$ cat src/adc_ctrl_pkg.sv
// shared constants, register layouts and types of the converter control bank
package adc_ctrl_pkg;

	// serial control frame: 7-bit address then 9-bit data, msb first
	localparam int ADDR_BITS = 7;
	localparam int DATA_BITS = 9;
	localparam logic [4:0] FRAME_BITS = 5'h10;

	// register offsets
	localparam logic [6:0] ADDR_ZERO_CROSS_TIMEOUT = 7'h07;
	localparam logic [6:0] ADDR_AUDIO_INTERFACE = 7'h0b;
	localparam logic [6:0] ADDR_MASTER_CLOCKING = 7'h0c;
	localparam logic [6:0] ADDR_POWERDOWN = 7'h0d;
	localparam logic [6:0] ADDR_LEFT_GAIN = 7'h0e;
	localparam logic [6:0] ADDR_RIGHT_GAIN = 7'h0f;
	localparam logic [6:0] ADDR_LEVEL_ONE = 7'h10;
	localparam logic [6:0] ADDR_LEVEL_TWO = 7'h11;
	localparam logic [6:0] ADDR_LEVEL_THREE = 7'h12;
	localparam logic [6:0] ADDR_NOISE_GATE = 7'h13;
	localparam logic [6:0] ADDR_LIMITER = 7'h14;
	localparam logic [6:0] ADDR_INPUT_MIXER = 7'h15;
	localparam logic [6:0] ADDR_REGISTER_RESET = 7'h17;

	// storage index of each stored register
	localparam int NUM_REGS = 12;
	localparam int IDX_ZC = 0;
	localparam int IDX_IF = 1;
	localparam int IDX_MCLK = 2;
	localparam int IDX_PD = 3;
	localparam int IDX_LG = 4;
	localparam int IDX_RG = 5;
	localparam int IDX_LC1 = 6;
	localparam int IDX_LC2 = 7;
	localparam int IDX_LC3 = 8;
	localparam int IDX_NG = 9;
	localparam int IDX_LIM = 10;
	localparam int IDX_MIX = 11;

	localparam logic [6:0] REG_OFFSET [NUM_REGS] = '{
		ADDR_ZERO_CROSS_TIMEOUT, ADDR_AUDIO_INTERFACE, ADDR_MASTER_CLOCKING, ADDR_POWERDOWN,
		ADDR_LEFT_GAIN, ADDR_RIGHT_GAIN, ADDR_LEVEL_ONE, ADDR_LEVEL_TWO,
		ADDR_LEVEL_THREE, ADDR_NOISE_GATE, ADDR_LIMITER, ADDR_INPUT_MIXER};

	// values after reset
	localparam logic [8:0] REG_DEFAULT [NUM_REGS] = '{
		9'h000, 9'h022, 9'h022, 9'h000, 9'h0cf, 9'h0cf,
		9'h07b, 9'h000, 9'h032, 9'h000, 9'h0a6, 9'h001};

	typedef enum logic [1:0] {
		FMT_RIGHT_JUSTIFIED = 2'h0,
		FMT_LEFT_JUSTIFIED = 2'h1,
		FMT_I2S = 2'h2,
		FMT_DSP = 2'h3
	} audio_format_t;

	typedef enum logic [1:0] {
		SEL_LIMITER = 2'h0,
		SEL_ALC_RIGHT = 2'h1,
		SEL_ALC_LEFT = 2'h2,
		SEL_ALC_STEREO = 2'h3
	} level_select_t;

	// register layouts, bit 8 first
	typedef struct packed {
		logic [4:0] rsv_hi;
		logic timeout_disable;
		logic [2:0] rsv_lo;
	} zero_cross_reg_t;

	typedef struct packed {
		logic hpf_disable;
		logic rsv;
		logic master_clock_invert;
		logic [1:0] sample_word_length;
		logic bit_clock_edge_select;
		logic frame_polarity_or_dsp_phase;
		audio_format_t audio_format_select;
	} audio_if_reg_t;

	typedef struct packed {
		logic master_slave_select;
		logic [3:0] rsv;
		logic oversample_select;
		logic [2:0] master_clock_ratio;
	} master_clk_reg_t;

	typedef struct packed {
		logic [1:0] rsv_hi;
		logic input_buffer_powerdown;
		logic [3:0] rsv_lo;
		logic adc_powerdown;
		logic chip_powerdown;
	} power_reg_t;

	typedef struct packed {
		logic zero_cross_enable;
		logic [7:0] gain_code;
	} gain_reg_t;

	typedef struct packed {
		level_select_t level_control_select;
		logic [2:0] gain_ceiling;
		logic [3:0] level_threshold;
	} level_one_reg_t;

	typedef struct packed {
		logic gain_control_enable;
		logic level_zero_cross_use;
		logic [2:0] rsv;
		logic [3:0] hold_time_code;
	} level_two_reg_t;

	typedef struct packed {
		logic rsv;
		logic [3:0] decay_time_code;
		logic [3:0] attack_time_code;
	} level_three_reg_t;

	typedef struct packed {
		logic [3:0] rsv_hi;
		logic [2:0] noise_gate_threshold;
		logic rsv_lo;
		logic noise_gate_enable;
	} noise_gate_reg_t;

	typedef struct packed {
		logic [1:0] rsv;
		logic [2:0] transient_window;
		logic [3:0] attenuation_floor;
	} limiter_reg_t;

	typedef struct packed {
		logic gain_write_both;
		logic left_mute;
		logic right_mute;
		logic [1:0] rsv;
		logic [3:0] input_mix_select;
	} mixer_reg_t;

	// decoded settings presented to the audio path
	typedef struct packed {
		audio_format_t audio_format;
		logic frame_invert;
		logic dsp_late;
		logic sample_on_falling;
		logic [5:0] word_bits;
		logic [9:0] mclk_ratio;
		logic frame_clock_oe;
		logic bit_clock_oe;
		logic all_powered_down;
		logic mux_to_midrail;
		logic [3:0] input_route;
		logic [7:0] left_gain_code;
		logic [7:0] right_gain_code;
		logic left_zero_cross;
		logic right_zero_cross;
		logic left_mute;
		logic right_mute;
		logic gain_control_run;
		logic level_zero_cross;
		logic limiter_mode;
		logic alc_left;
		logic alc_right;
		logic signed [7:0] threshold_db;
		logic signed [7:0] ceiling_db;
		logic signed [7:0] floor_db;
		logic signed [7:0] noise_gate_db;
		logic noise_gate_active;
		logic gain_hold;
	} audio_settings_t;

	// times in ns and the clock
	localparam int CLK_PERIOD_NS = 40;
	localparam int HOLD_BASE_NS = 2670000;
	localparam int ATTACK_ALC_BASE_NS = 8400000;
	localparam int ATTACK_LIM_BASE_NS = 250000;
	localparam int DECAY_ALC_BASE_NS = 33500000;
	localparam int DECAY_LIM_BASE_NS = 1200000;
	localparam int TRANSIENT_BASE_NS = 62500;
	localparam int HOLD_BASE_CYCLES = (HOLD_BASE_NS + CLK_PERIOD_NS - 1) / CLK_PERIOD_NS;
	localparam int ATTACK_ALC_CYCLES = (ATTACK_ALC_BASE_NS + CLK_PERIOD_NS - 1) / CLK_PERIOD_NS;
	localparam int ATTACK_LIM_CYCLES = (ATTACK_LIM_BASE_NS + CLK_PERIOD_NS - 1) / CLK_PERIOD_NS;
	localparam int DECAY_ALC_CYCLES = (DECAY_ALC_BASE_NS + CLK_PERIOD_NS - 1) / CLK_PERIOD_NS;
	localparam int DECAY_LIM_CYCLES = (DECAY_LIM_BASE_NS + CLK_PERIOD_NS - 1) / CLK_PERIOD_NS;
	localparam logic [31:0] TRANSIENT_BASE_CYCLES =
		32'((TRANSIENT_BASE_NS + CLK_PERIOD_NS - 1) / CLK_PERIOD_NS);
	localparam logic [3:0] TIME_CODE_SAT = 4'ha;

endpackage : adc_ctrl_pkg

$ cat src/adc_ctrl_regs.sv
// serial control port, register bank and decoded settings of the converter
// Function
// RQ1 - format code selects framing, resets to I2S
// RQ2 - polarity bit inverts frame, or DSP phase
// RQ3 - edge bit picks rising or falling bit edge
// RQ4 - word length code gives 16/20/24 bits; code 3 gives 32 bits here
// RQ5 - ratio code sets master clock to frame ratio
// RQ6 - master bit makes frame and bit clocks outputs
// RQ7 - powerdown bits stop chip or input buffer
// RQ8 - per-channel gain code, zero-cross enable bit
// RQ9 - threshold code spans -16 to -1 dBFS
// RQ10 - ceiling code caps gain, 4dB steps
// RQ11 - select code picks limiter or AUTOMATIC_LEVEL_CONTROL channels
// RQ12 - hold code delays gain rise, doubling steps
// RQ13 - gain control runs only when enabled
// RQ14 - attack code sets ramp-down time, doubling
// RQ15 - decay code sets ramp-up time, doubling
// RQ16 - noise gate enable and threshold, AUTOMATIC_LEVEL_CONTROL only
// RQ17 - attenuation floor differs per mode
// RQ18 - transient window delays limiter response
// RQ19 - mix code routes input pairs, resets pair 1
// RQ20 - mute bits silence their channel
// RQ21 - write-both loads gain into both channels
// RQ22 - reset register write restores all defaults
// RQ23 - several mix bits sum their pairs
// RQ24 - buffer powerdown switches inputs to midrail
// RQ25 - triggered noise gate holds gain constant
// RQ26 - software writes zero to reserved bits
`timescale 1ns/1ps
`default_nettype none

module adc_ctrl_regs
	import adc_ctrl_pkg::*;
#(
	parameter int HOLD_CYCLES = HOLD_BASE_CYCLES,
	parameter int ATTACK_ALC_BASE = ATTACK_ALC_CYCLES,
	parameter int ATTACK_LIM_BASE = ATTACK_LIM_CYCLES,
	parameter int DECAY_ALC_BASE = DECAY_ALC_CYCLES,
	parameter int DECAY_LIM_BASE = DECAY_LIM_CYCLES
) (
	// clock and reset
	input wire logic clk_sys,
	input wire logic rst_b,
	// serial control pins
	input wire logic ctl_clock_pin,
	input wire logic ctl_data_pin,
	input wire logic ctl_latch_pin,
	// level detector
	input wire logic noise_gate_triggered,
	// settings to the audio path
	output audio_settings_t settings,
	output logic [31:0] hold_cycles,
	output logic [31:0] attack_cycles,
	output logic [31:0] decay_cycles,
	output logic [31:0] transient_cycles,
	output logic zero_cross_timeout_disable
);

	logic rst_meta_reg;
	logic rst_n_reg;
	logic [2:0] sync_reg [3];
	logic [2:0] pin_reg;
	logic [2:0] pin_prev_reg;
	logic [15:0] shift_reg;
	logic [4:0] count_reg;
	logic [8:0] bank_reg [NUM_REGS];
	logic [2:0] pin_raw;
	logic clock_rise;
	logic latch_rise;
	logic latch_fall;
	logic frame_done;
	logic [6:0] wr_addr;
	logic [8:0] wr_data;
	logic soft_reset;
	logic gain_both;
	audio_if_reg_t r_if;
	master_clk_reg_t r_mclk;
	power_reg_t r_pd;
	gain_reg_t r_lg;
	gain_reg_t r_rg;
	level_one_reg_t r_lc1;
	level_two_reg_t r_lc2;
	level_three_reg_t r_lc3;
	noise_gate_reg_t r_ng;
	limiter_reg_t r_lim;
	mixer_reg_t r_mix;
	zero_cross_reg_t r_zc;
	audio_settings_t settings_next;
	logic [31:0] hold_next;
	logic [31:0] attack_next;
	logic [31:0] decay_next;
	logic [31:0] transient_next;

	// doubling time from a base, clamped at the saturating code
	function automatic logic [31:0] doubling_time(input logic [31:0] base, input logic [3:0] code);
		logic [3:0] eff;
		eff = (code > TIME_CODE_SAT) ? TIME_CODE_SAT : code;
		return base << eff;
	endfunction : doubling_time

	always_ff @(posedge clk_sys or negedge rst_b) begin
		if (!rst_b) begin
			rst_meta_reg <= 1'b0;
			rst_n_reg <= 1'b0;
		end else begin
			rst_meta_reg <= 1'b1;
			rst_n_reg <= rst_meta_reg;
		end
	end

	// pins are asynchronous; a level counts once the last two stages agree
	assign pin_raw = {ctl_latch_pin, ctl_data_pin, ctl_clock_pin};

	generate
		for (genvar p = 0; p < 3; p++) begin : g_pin
			always_ff @(posedge clk_sys or negedge rst_n_reg) begin
				if (!rst_n_reg) begin
					// latch idles high; resetting it low would fake a latch edge
					sync_reg[p] <= (p == 2) ? 3'h7 : 3'h0;
					pin_reg[p] <= (p == 2);
				end else begin
					sync_reg[p] <= {sync_reg[p][1:0], pin_raw[p]};
					if (sync_reg[p][1] == sync_reg[p][2]) begin
						pin_reg[p] <= sync_reg[p][2];
					end
				end
			end
		end
	endgenerate

	always_ff @(posedge clk_sys or negedge rst_n_reg) begin
		if (!rst_n_reg) begin
			pin_prev_reg <= 3'h4;
		end else begin
			pin_prev_reg <= pin_reg;
		end
	end

	assign clock_rise = pin_reg[0] & ~pin_prev_reg[0];
	assign latch_rise = pin_reg[2] & ~pin_prev_reg[2];
	assign latch_fall = ~pin_reg[2] & pin_prev_reg[2];

	// bits shift in while the latch is low; frames of other lengths are dropped
	always_ff @(posedge clk_sys or negedge rst_n_reg) begin
		if (!rst_n_reg) begin
			shift_reg <= 16'h0000;
			count_reg <= 5'h00;
		end else if (latch_fall || latch_rise) begin
			count_reg <= 5'h00;
		end else if (clock_rise && !pin_reg[2]) begin
			shift_reg <= {shift_reg[14:0], pin_reg[1]};
			if (count_reg <= FRAME_BITS) begin
				count_reg <= count_reg + 5'h01;
			end
		end
	end

	assign frame_done = latch_rise && (count_reg == FRAME_BITS);
	assign wr_addr = shift_reg[15:9];
	assign wr_data = shift_reg[8:0];
	assign soft_reset = frame_done && (wr_addr == ADDR_REGISTER_RESET); // RQ22
	assign gain_both = bank_reg[IDX_MIX][8];

	generate
		for (genvar i = 0; i < NUM_REGS; i++) begin : g_bank
			always_ff @(posedge clk_sys or negedge rst_n_reg) begin
				if (!rst_n_reg) begin
					bank_reg[i] <= REG_DEFAULT[i];
				end else if (soft_reset) begin
					bank_reg[i] <= REG_DEFAULT[i]; // RQ22
				end else if (frame_done && wr_addr == REG_OFFSET[i]) begin
					bank_reg[i] <= wr_data;
				end else if (frame_done && gain_both && (i == IDX_LG || i == IDX_RG)
					&& (wr_addr == ADDR_LEFT_GAIN || wr_addr == ADDR_RIGHT_GAIN)) begin
					// the other channel takes the code only; its zero-cross bit stays
					bank_reg[i][7:0] <= wr_data[7:0]; // RQ21
				end
			end
		end
	endgenerate

	assign r_zc = zero_cross_reg_t'(bank_reg[IDX_ZC]);
	assign r_if = audio_if_reg_t'(bank_reg[IDX_IF]);
	assign r_mclk = master_clk_reg_t'(bank_reg[IDX_MCLK]);
	assign r_pd = power_reg_t'(bank_reg[IDX_PD]);
	assign r_lg = gain_reg_t'(bank_reg[IDX_LG]);
	assign r_rg = gain_reg_t'(bank_reg[IDX_RG]);
	assign r_lc1 = level_one_reg_t'(bank_reg[IDX_LC1]);
	assign r_lc2 = level_two_reg_t'(bank_reg[IDX_LC2]);
	assign r_lc3 = level_three_reg_t'(bank_reg[IDX_LC3]);
	assign r_ng = noise_gate_reg_t'(bank_reg[IDX_NG]);
	assign r_lim = limiter_reg_t'(bank_reg[IDX_LIM]);
	assign r_mix = mixer_reg_t'(bank_reg[IDX_MIX]);

	// audio interface, clocking and power
	always_comb begin
		settings_next = '0;
		settings_next.audio_format = r_if.audio_format_select; // RQ1
		if (r_if.audio_format_select == FMT_DSP) begin
			settings_next.dsp_late = r_if.frame_polarity_or_dsp_phase; // RQ2
		end else begin
			settings_next.frame_invert = r_if.frame_polarity_or_dsp_phase; // RQ2
		end
		settings_next.sample_on_falling = r_if.bit_clock_edge_select; // RQ3
		case (r_if.sample_word_length) // RQ4
			2'h0: settings_next.word_bits = 6'h10;
			2'h1: settings_next.word_bits = 6'h14;
			2'h2: settings_next.word_bits = 6'h18;
			default: settings_next.word_bits = 6'h20;
		endcase
		case (r_mclk.master_clock_ratio) // RQ5
			3'h2: settings_next.mclk_ratio = 10'h100;
			3'h3: settings_next.mclk_ratio = 10'h180;
			3'h4: settings_next.mclk_ratio = 10'h200;
			3'h5: settings_next.mclk_ratio = 10'h300;
			default: settings_next.mclk_ratio = 10'h000;
		endcase
		settings_next.frame_clock_oe = r_mclk.master_slave_select; // RQ6
		settings_next.bit_clock_oe = r_mclk.master_slave_select; // RQ6
		settings_next.all_powered_down = r_pd.chip_powerdown; // RQ7
		settings_next.mux_to_midrail = r_pd.input_buffer_powerdown; // RQ7 RQ24
		// each mix bit adds its pair; all pairs drop out onto midrail when buffered down
		settings_next.input_route = r_pd.input_buffer_powerdown ? 4'h0
			: r_mix.input_mix_select; // RQ19 RQ23 RQ24
		settings_next.left_gain_code = r_lg.gain_code; // RQ8
		settings_next.right_gain_code = r_rg.gain_code; // RQ8
		settings_next.left_zero_cross = r_lg.zero_cross_enable; // RQ8
		settings_next.right_zero_cross = r_rg.zero_cross_enable; // RQ8
		settings_next.left_mute = r_mix.left_mute; // RQ20
		settings_next.right_mute = r_mix.right_mute; // RQ20

		// level control
		settings_next.gain_control_run = r_lc2.gain_control_enable; // RQ13
		settings_next.level_zero_cross = r_lc2.gain_control_enable
			& r_lc2.level_zero_cross_use; // RQ13
		settings_next.limiter_mode = (r_lc1.level_control_select == SEL_LIMITER); // RQ11
		settings_next.alc_right = r_lc2.gain_control_enable
			& r_lc1.level_control_select[0]; // RQ11
		settings_next.alc_left = r_lc2.gain_control_enable
			& r_lc1.level_control_select[1]; // RQ11
		settings_next.threshold_db = 8'(signed'({4'h0, r_lc1.level_threshold})) - 8'sd16; // RQ9
		if (r_lc1.gain_ceiling <= 3'h1) begin
			settings_next.ceiling_db = 8'sd0; // RQ10
		end else begin
			settings_next.ceiling_db = 8'(signed'({5'h00, r_lc1.gain_ceiling} - 8'h01) * 4); // RQ10
		end
		if (settings_next.limiter_mode) begin
			if (r_lim.attenuation_floor <= 4'h3) begin
				settings_next.floor_db = -8'sd3; // RQ17
			end else if (r_lim.attenuation_floor >= 4'hc) begin
				settings_next.floor_db = -8'sd12; // RQ17
			end else begin
				settings_next.floor_db = -8'(signed'({4'h0, r_lim.attenuation_floor})); // RQ17
			end
		end else if (r_lim.attenuation_floor <= 4'ha) begin
			settings_next.floor_db = -8'sd1; // RQ17
		end else begin
			settings_next.floor_db = -8'sd5
				- 8'(signed'({4'h0, r_lim.attenuation_floor} - 8'h0b) * 4); // RQ17
		end
		settings_next.noise_gate_db = -8'sd78
			+ 8'(signed'({5'h00, r_ng.noise_gate_threshold}) * 6); // RQ16
		// the gate runs only while gain control is enabled, for any of the three ALC channel selections, and is off for the limiter
		settings_next.noise_gate_active = r_ng.noise_gate_enable
			& r_lc2.gain_control_enable & ~settings_next.limiter_mode; // RQ16
		settings_next.gain_hold = settings_next.noise_gate_active
			& noise_gate_triggered; // RQ25
	end

	// time codes turned into clock cycles
	always_comb begin
		hold_next = (r_lc2.hold_time_code == 4'h0) ? 32'h0
			: 32'(HOLD_CYCLES) << (r_lc2.hold_time_code - 4'h1); // RQ12
		if (r_lc1.level_control_select == SEL_LIMITER) begin
			attack_next = doubling_time(32'(ATTACK_LIM_BASE), r_lc3.attack_time_code); // RQ14
			decay_next = doubling_time(32'(DECAY_LIM_BASE), r_lc3.decay_time_code); // RQ15
			transient_next = (r_lim.transient_window == 3'h0) ? 32'h0
				: TRANSIENT_BASE_CYCLES << (r_lim.transient_window - 3'h1); // RQ18
		end else begin
			attack_next = doubling_time(32'(ATTACK_ALC_BASE), r_lc3.attack_time_code); // RQ14
			decay_next = doubling_time(32'(DECAY_ALC_BASE), r_lc3.decay_time_code); // RQ15
			// the window only guards the limiter
			transient_next = 32'h0; // RQ18
		end
	end

	always_ff @(posedge clk_sys or negedge rst_n_reg) begin
		if (!rst_n_reg) begin
			settings <= '0;
			hold_cycles <= 32'h0;
			attack_cycles <= 32'h0;
			decay_cycles <= 32'h0;
			transient_cycles <= 32'h0;
			zero_cross_timeout_disable <= 1'b0;
		end else begin
			settings <= settings_next;
			hold_cycles <= hold_next;
			attack_cycles <= attack_next;
			decay_cycles <= decay_next;
			transient_cycles <= transient_next;
			zero_cross_timeout_disable <= r_zc.timeout_disable;
		end
	end

endmodule : adc_ctrl_regs
`default_nettype wire

$ cat config.mk
export PLATFORM = sky130hd
export DESIGN_NAME = adc_ctrl_regs
export DESIGN_NICKNAME = d
export VERILOG_FILES = /design/src/adc_ctrl_pkg.sv /design/src/adc_ctrl_regs.sv
export SDC_FILE = /design/constraint.sdc
export NUM_CORES = 1
export LEC_CHECK = 0
export BUFFER_PORTS_ARGS = -buffer_cell sky130_fd_sc_hd__buf_4
export CORE_AREA = 2 2 153 155
export DETAILED_ROUTE_END_ITERATION = 6
export DIE_AREA = 0 0 155 157
export PLACE_DENSITY = 0.74
export REMOVE_ABC_BUFFERS = 1
export SLEW_MARGIN = 5
export SYNTH_ARGS = -nofsm -noshare
export SYNTH_HDL_FRONTEND = slang
export SYNTH_SLANG_ARGS = --single-unit
$ cat constraint.sdc
create_clock -name clk_sys -period 11.9 [get_ports clk_sys]
set_input_delay 2.38 -clock clk_sys [delete_from_list [all_inputs] [get_ports clk_sys]]
set_output_delay 2.38 -clock clk_sys [all_outputs]
set_load 0.005 [all_outputs]
==> impl_metrics.toml <==
[placed_design]
routabilityCongestion = 0.811
pre_cts_ws_ns = 8.97
dp_hpwl_um = 17100
dp.cells = 1498
io_buffers = 192

[global_routing]
grt_start_max_net_pins = 79
grt_first_pass_wirelength_um = 43000
antenna_found_initial = 0
grt_pass1_vias = 8033
grt_usage = 0.217
grt_overflow_total = 0

[critical_path]
required_ns = 9.52
timing.critical_path.cells = "buf_4"
worstPathMaxFanout = 5
critPathLaunchType = "flip-flop"
path_buf_inv = 1
crit_family = "flip-flops"
critPathKind = "reg2out"
endpoint_kind = "output port"
critPathSlowestCell = "dfrtp_1"
max_stage_delay_ns = 0.42
cp_data_arrival_time_ns = 1.10

[finish]
final-seq-area_mm2 = 0.00728
drive_above_1_share = 0.255
reg_top3 = "settings: 69 flops, attack_cycles: 31 flops, hold_cycles: 31 flops"
max_flop_register = "settings"
multi_input_area_mm2 = 0.00445
nFillCells = 1671
final_cells = 1554
post-route-util = 0.659
final_nets = 1285
largest_reg_flops = 69
syn2layout_area_growth_pct = 20.6
diodes = 0

[sta]
tightest_slew_ns = 1.13
setup-tns-final_ns = 0
rsz0062_at_grt = "no"
setup_ws_ns = 8.42
fmax_ghz = 0.287
slew-limit-headroom = 0.244
slew_violations = 0
setup_viol = 0
finalHoldViolations = 0
finalCriticalPeriod_ns = 3.48
skew_ns = 0.0202
fin_worst_hold_slack_ns = 0.347
fin_crit_sh = 0.293

[floorplanning]
num_io_pins = 223
die_area_mm2 = 0.0243
die_h_um = 157
die_w_um = 155
core_mm2 = 0.0225
rows = 55
start_util = 0.547

[synthesis]
synth_edf_count = 0
syn_area_mm2 = 0.0123
yosysSeqAreaShare = 0.591
synth.distinct_cells = 78
synth_warnings = 0
yosys.area.top_type_share = 0.521
synthCells = 1088
synthAdderAreaFrac = 0.0393
yosysTopAreaCell = "dfrtp_1"
synthArstFlopShare = 1.00
synth_flop_cell = "dfrtp_1"
netlist_top_cells_area = "dfrtp_1, dfstp_2, mux2i_1"
synth_mux_area_frac = 0.0523
synth-simple-area-share = 0.143
avgSynthCellArea_um2 = 11.3
synth-compound-area-share = 0.103
synth_seq_cells = 289
synth_xor_area_frac = 0.0127
synth_top_family_by_area = "simple AND/OR/NAND/NOR gates"

[pwr]
p_leak_nw = 7.42
peakVddDrop_v = 0.000134
powerDensity_mw_per_mm2 = 146

[route]
drtAntennaViolNets = 0
drt_iter0_drc = 485
drt-vias-per-instance = 5.42
vias = 8425
dr.pass1.iters = 5
wl_per_cell_um = 17.0
route.detailed.drc = 0
wl_um = 26400

[clock_tree]
numCtsBuffers = 30
insertion_delay_ns = 0.55
root_buffer = "clkbuf_16"
htree_levels = 1
cts_setup_buffers = 0
cts_hold_buffers = 0
clk_pin_slew_worst_paths_ns = 0.06
cts_resized = 0
clock_path_buffers = 3
cts_tree = "yes"
cts.sinks = 289

[run_status]
status = "finished clean"

[worst_hold_path]
hold_class = "reg2reg"

[run]
maxCapViolCount = 0
## through the flow
step | instance area, um2 | power, mW
floorplan | 11800 | 1.08
global placement | 13700 | 1.12
detailed placement | 13700 | 1.12
CTS | 14800 | 2.19
global route | 14800 | 2.23
finish | 14800 | 2.16
## synth_stat cells (3+ instances only)
cell / n
maj3_1: 5
a22o_1: 11
xnor2_1: 10
a32oi_1: 3
nor2_1: 83
a22oi_1: 6
clkbuf_1: 47
a311oi_1: 3
nor2_2: 4
o21a_1: 8
nand3b_1: 3
and2_1: 18
mux2i_1: 44
dfrtp_1: 256
nand2b_1: 18
o211ai_1: 3
or2_2: 6
o221ai_1: 3
nor2b_1: 20
a311o_1: 3
buf_4: 39
a21oi_1: 56
o22a_1: 4
a21boi_0: 7
nor3b_1: 4
nand2_1: 86
nand4_1: 11
o21ai_0: 52
o22ai_1: 3
a221o_1: 4
and3_1: 17
mux2_2: 18
ha_1: 33
a211oi_1: 8
xor2_1: 6
dfstp_2: 33
or3_1: 5
nor3_1: 20
nand3_1: 25
buf_1: 6
nor4_1: 4
inv_1: 30
buf_2: 14
## cells by family (layout without fill, tap and decap cells)
kind of cell,Yosys count,in the layout
flops,289,289
simple gates,341,341
mux,62,62
compound gates,197,197
xor+xnor,17,17
other cells,2,38
fa+ha+maj,39,39
buf+inv,141,286
## path summary, 6_finish.rpt
check / from / endpoint / slack, ns / depth (start not counted)
worst max-delay path: settings[30]$_DFF_PN0_ / settings[31] / 8.42 / 1
worst min-delay path: sync_reg[6]$_DFF_PN0_ / sync_reg[7]$_DFF_PN0_ / 0.35 / 0
worst max register to register: r_lc2[0]$_DFFE_PN0P_ / hold_cycles[16]$_DFF_PN0_ / 9.08 / 6
worst min register to register: sync_reg[6]$_DFF_PN0_ / sync_reg[7]$_DFF_PN0_ / 0.35 / 0
max in group asynchronous: rst_n_reg$_DFF_PN0_ / decay_cycles[24]$_DFF_PN0_ / 9.95 / 1
min in group asynchronous: rst_n_reg$_DFF_PN0_ / transient_cycles[10]$_DFF_PN0_ / 0.43 / 0
## layer usage
metal	global-route usage	vias up	wire length (um)
met4	0.0608	0	482
met5	0	-	0
met3	0.0374	36	1750
met2	0.334	290	12300
li1	-	3970	-
met1	0.321	4129	12000
## cell usage in the layout, fill, tap and decap left out, types with 6 or more instances in the layout
cell,netlist,routed
o21a_1,8,8
a21boi_0,7,7
ha_1,33,33
bufinv_16,0,8
nand2_1,86,86
and3_1,17,17
dfstp_2,33,33
clkinv_2,0,6
and2_1,18,18
a211oi_1,8,8
a22o_1,11,11
a22oi_1,6,6
mux2_2,18,18
mux2i_1,44,44
xnor2_1,10,10
inv_1,30,30
nor3_1,20,20
conb_1,2,38
nand3_1,25,25
buf_4,39,198
nor2_1,83,83
o21ai_0,52,52
clkbuf_16,0,31
xor2_1,6,6
dfrtp_1,256,255
nor2b_1,20,20
a21oi_1,56,56
nand4_1,11,11
nand2b_1,18,18
or2_2,6,6
## layout make-up
type                    count  share of cell area
clock buffers              37              0.0565
clock inverters            19              0.0209
inverters                  32             0.00810
multi-input cells         694               0.300
flip-flops and latches    289               0.490
well taps                 285              0.0240
repair buffers            198               0.100
## power breakdown
part / switching [mW] / internal, mW
Clock: 0.383 / 0.673
Combinational: 0.0340 / 0.0261
Sequential: 0.0475 / 0.998
(Power assumes the default switching activity.)
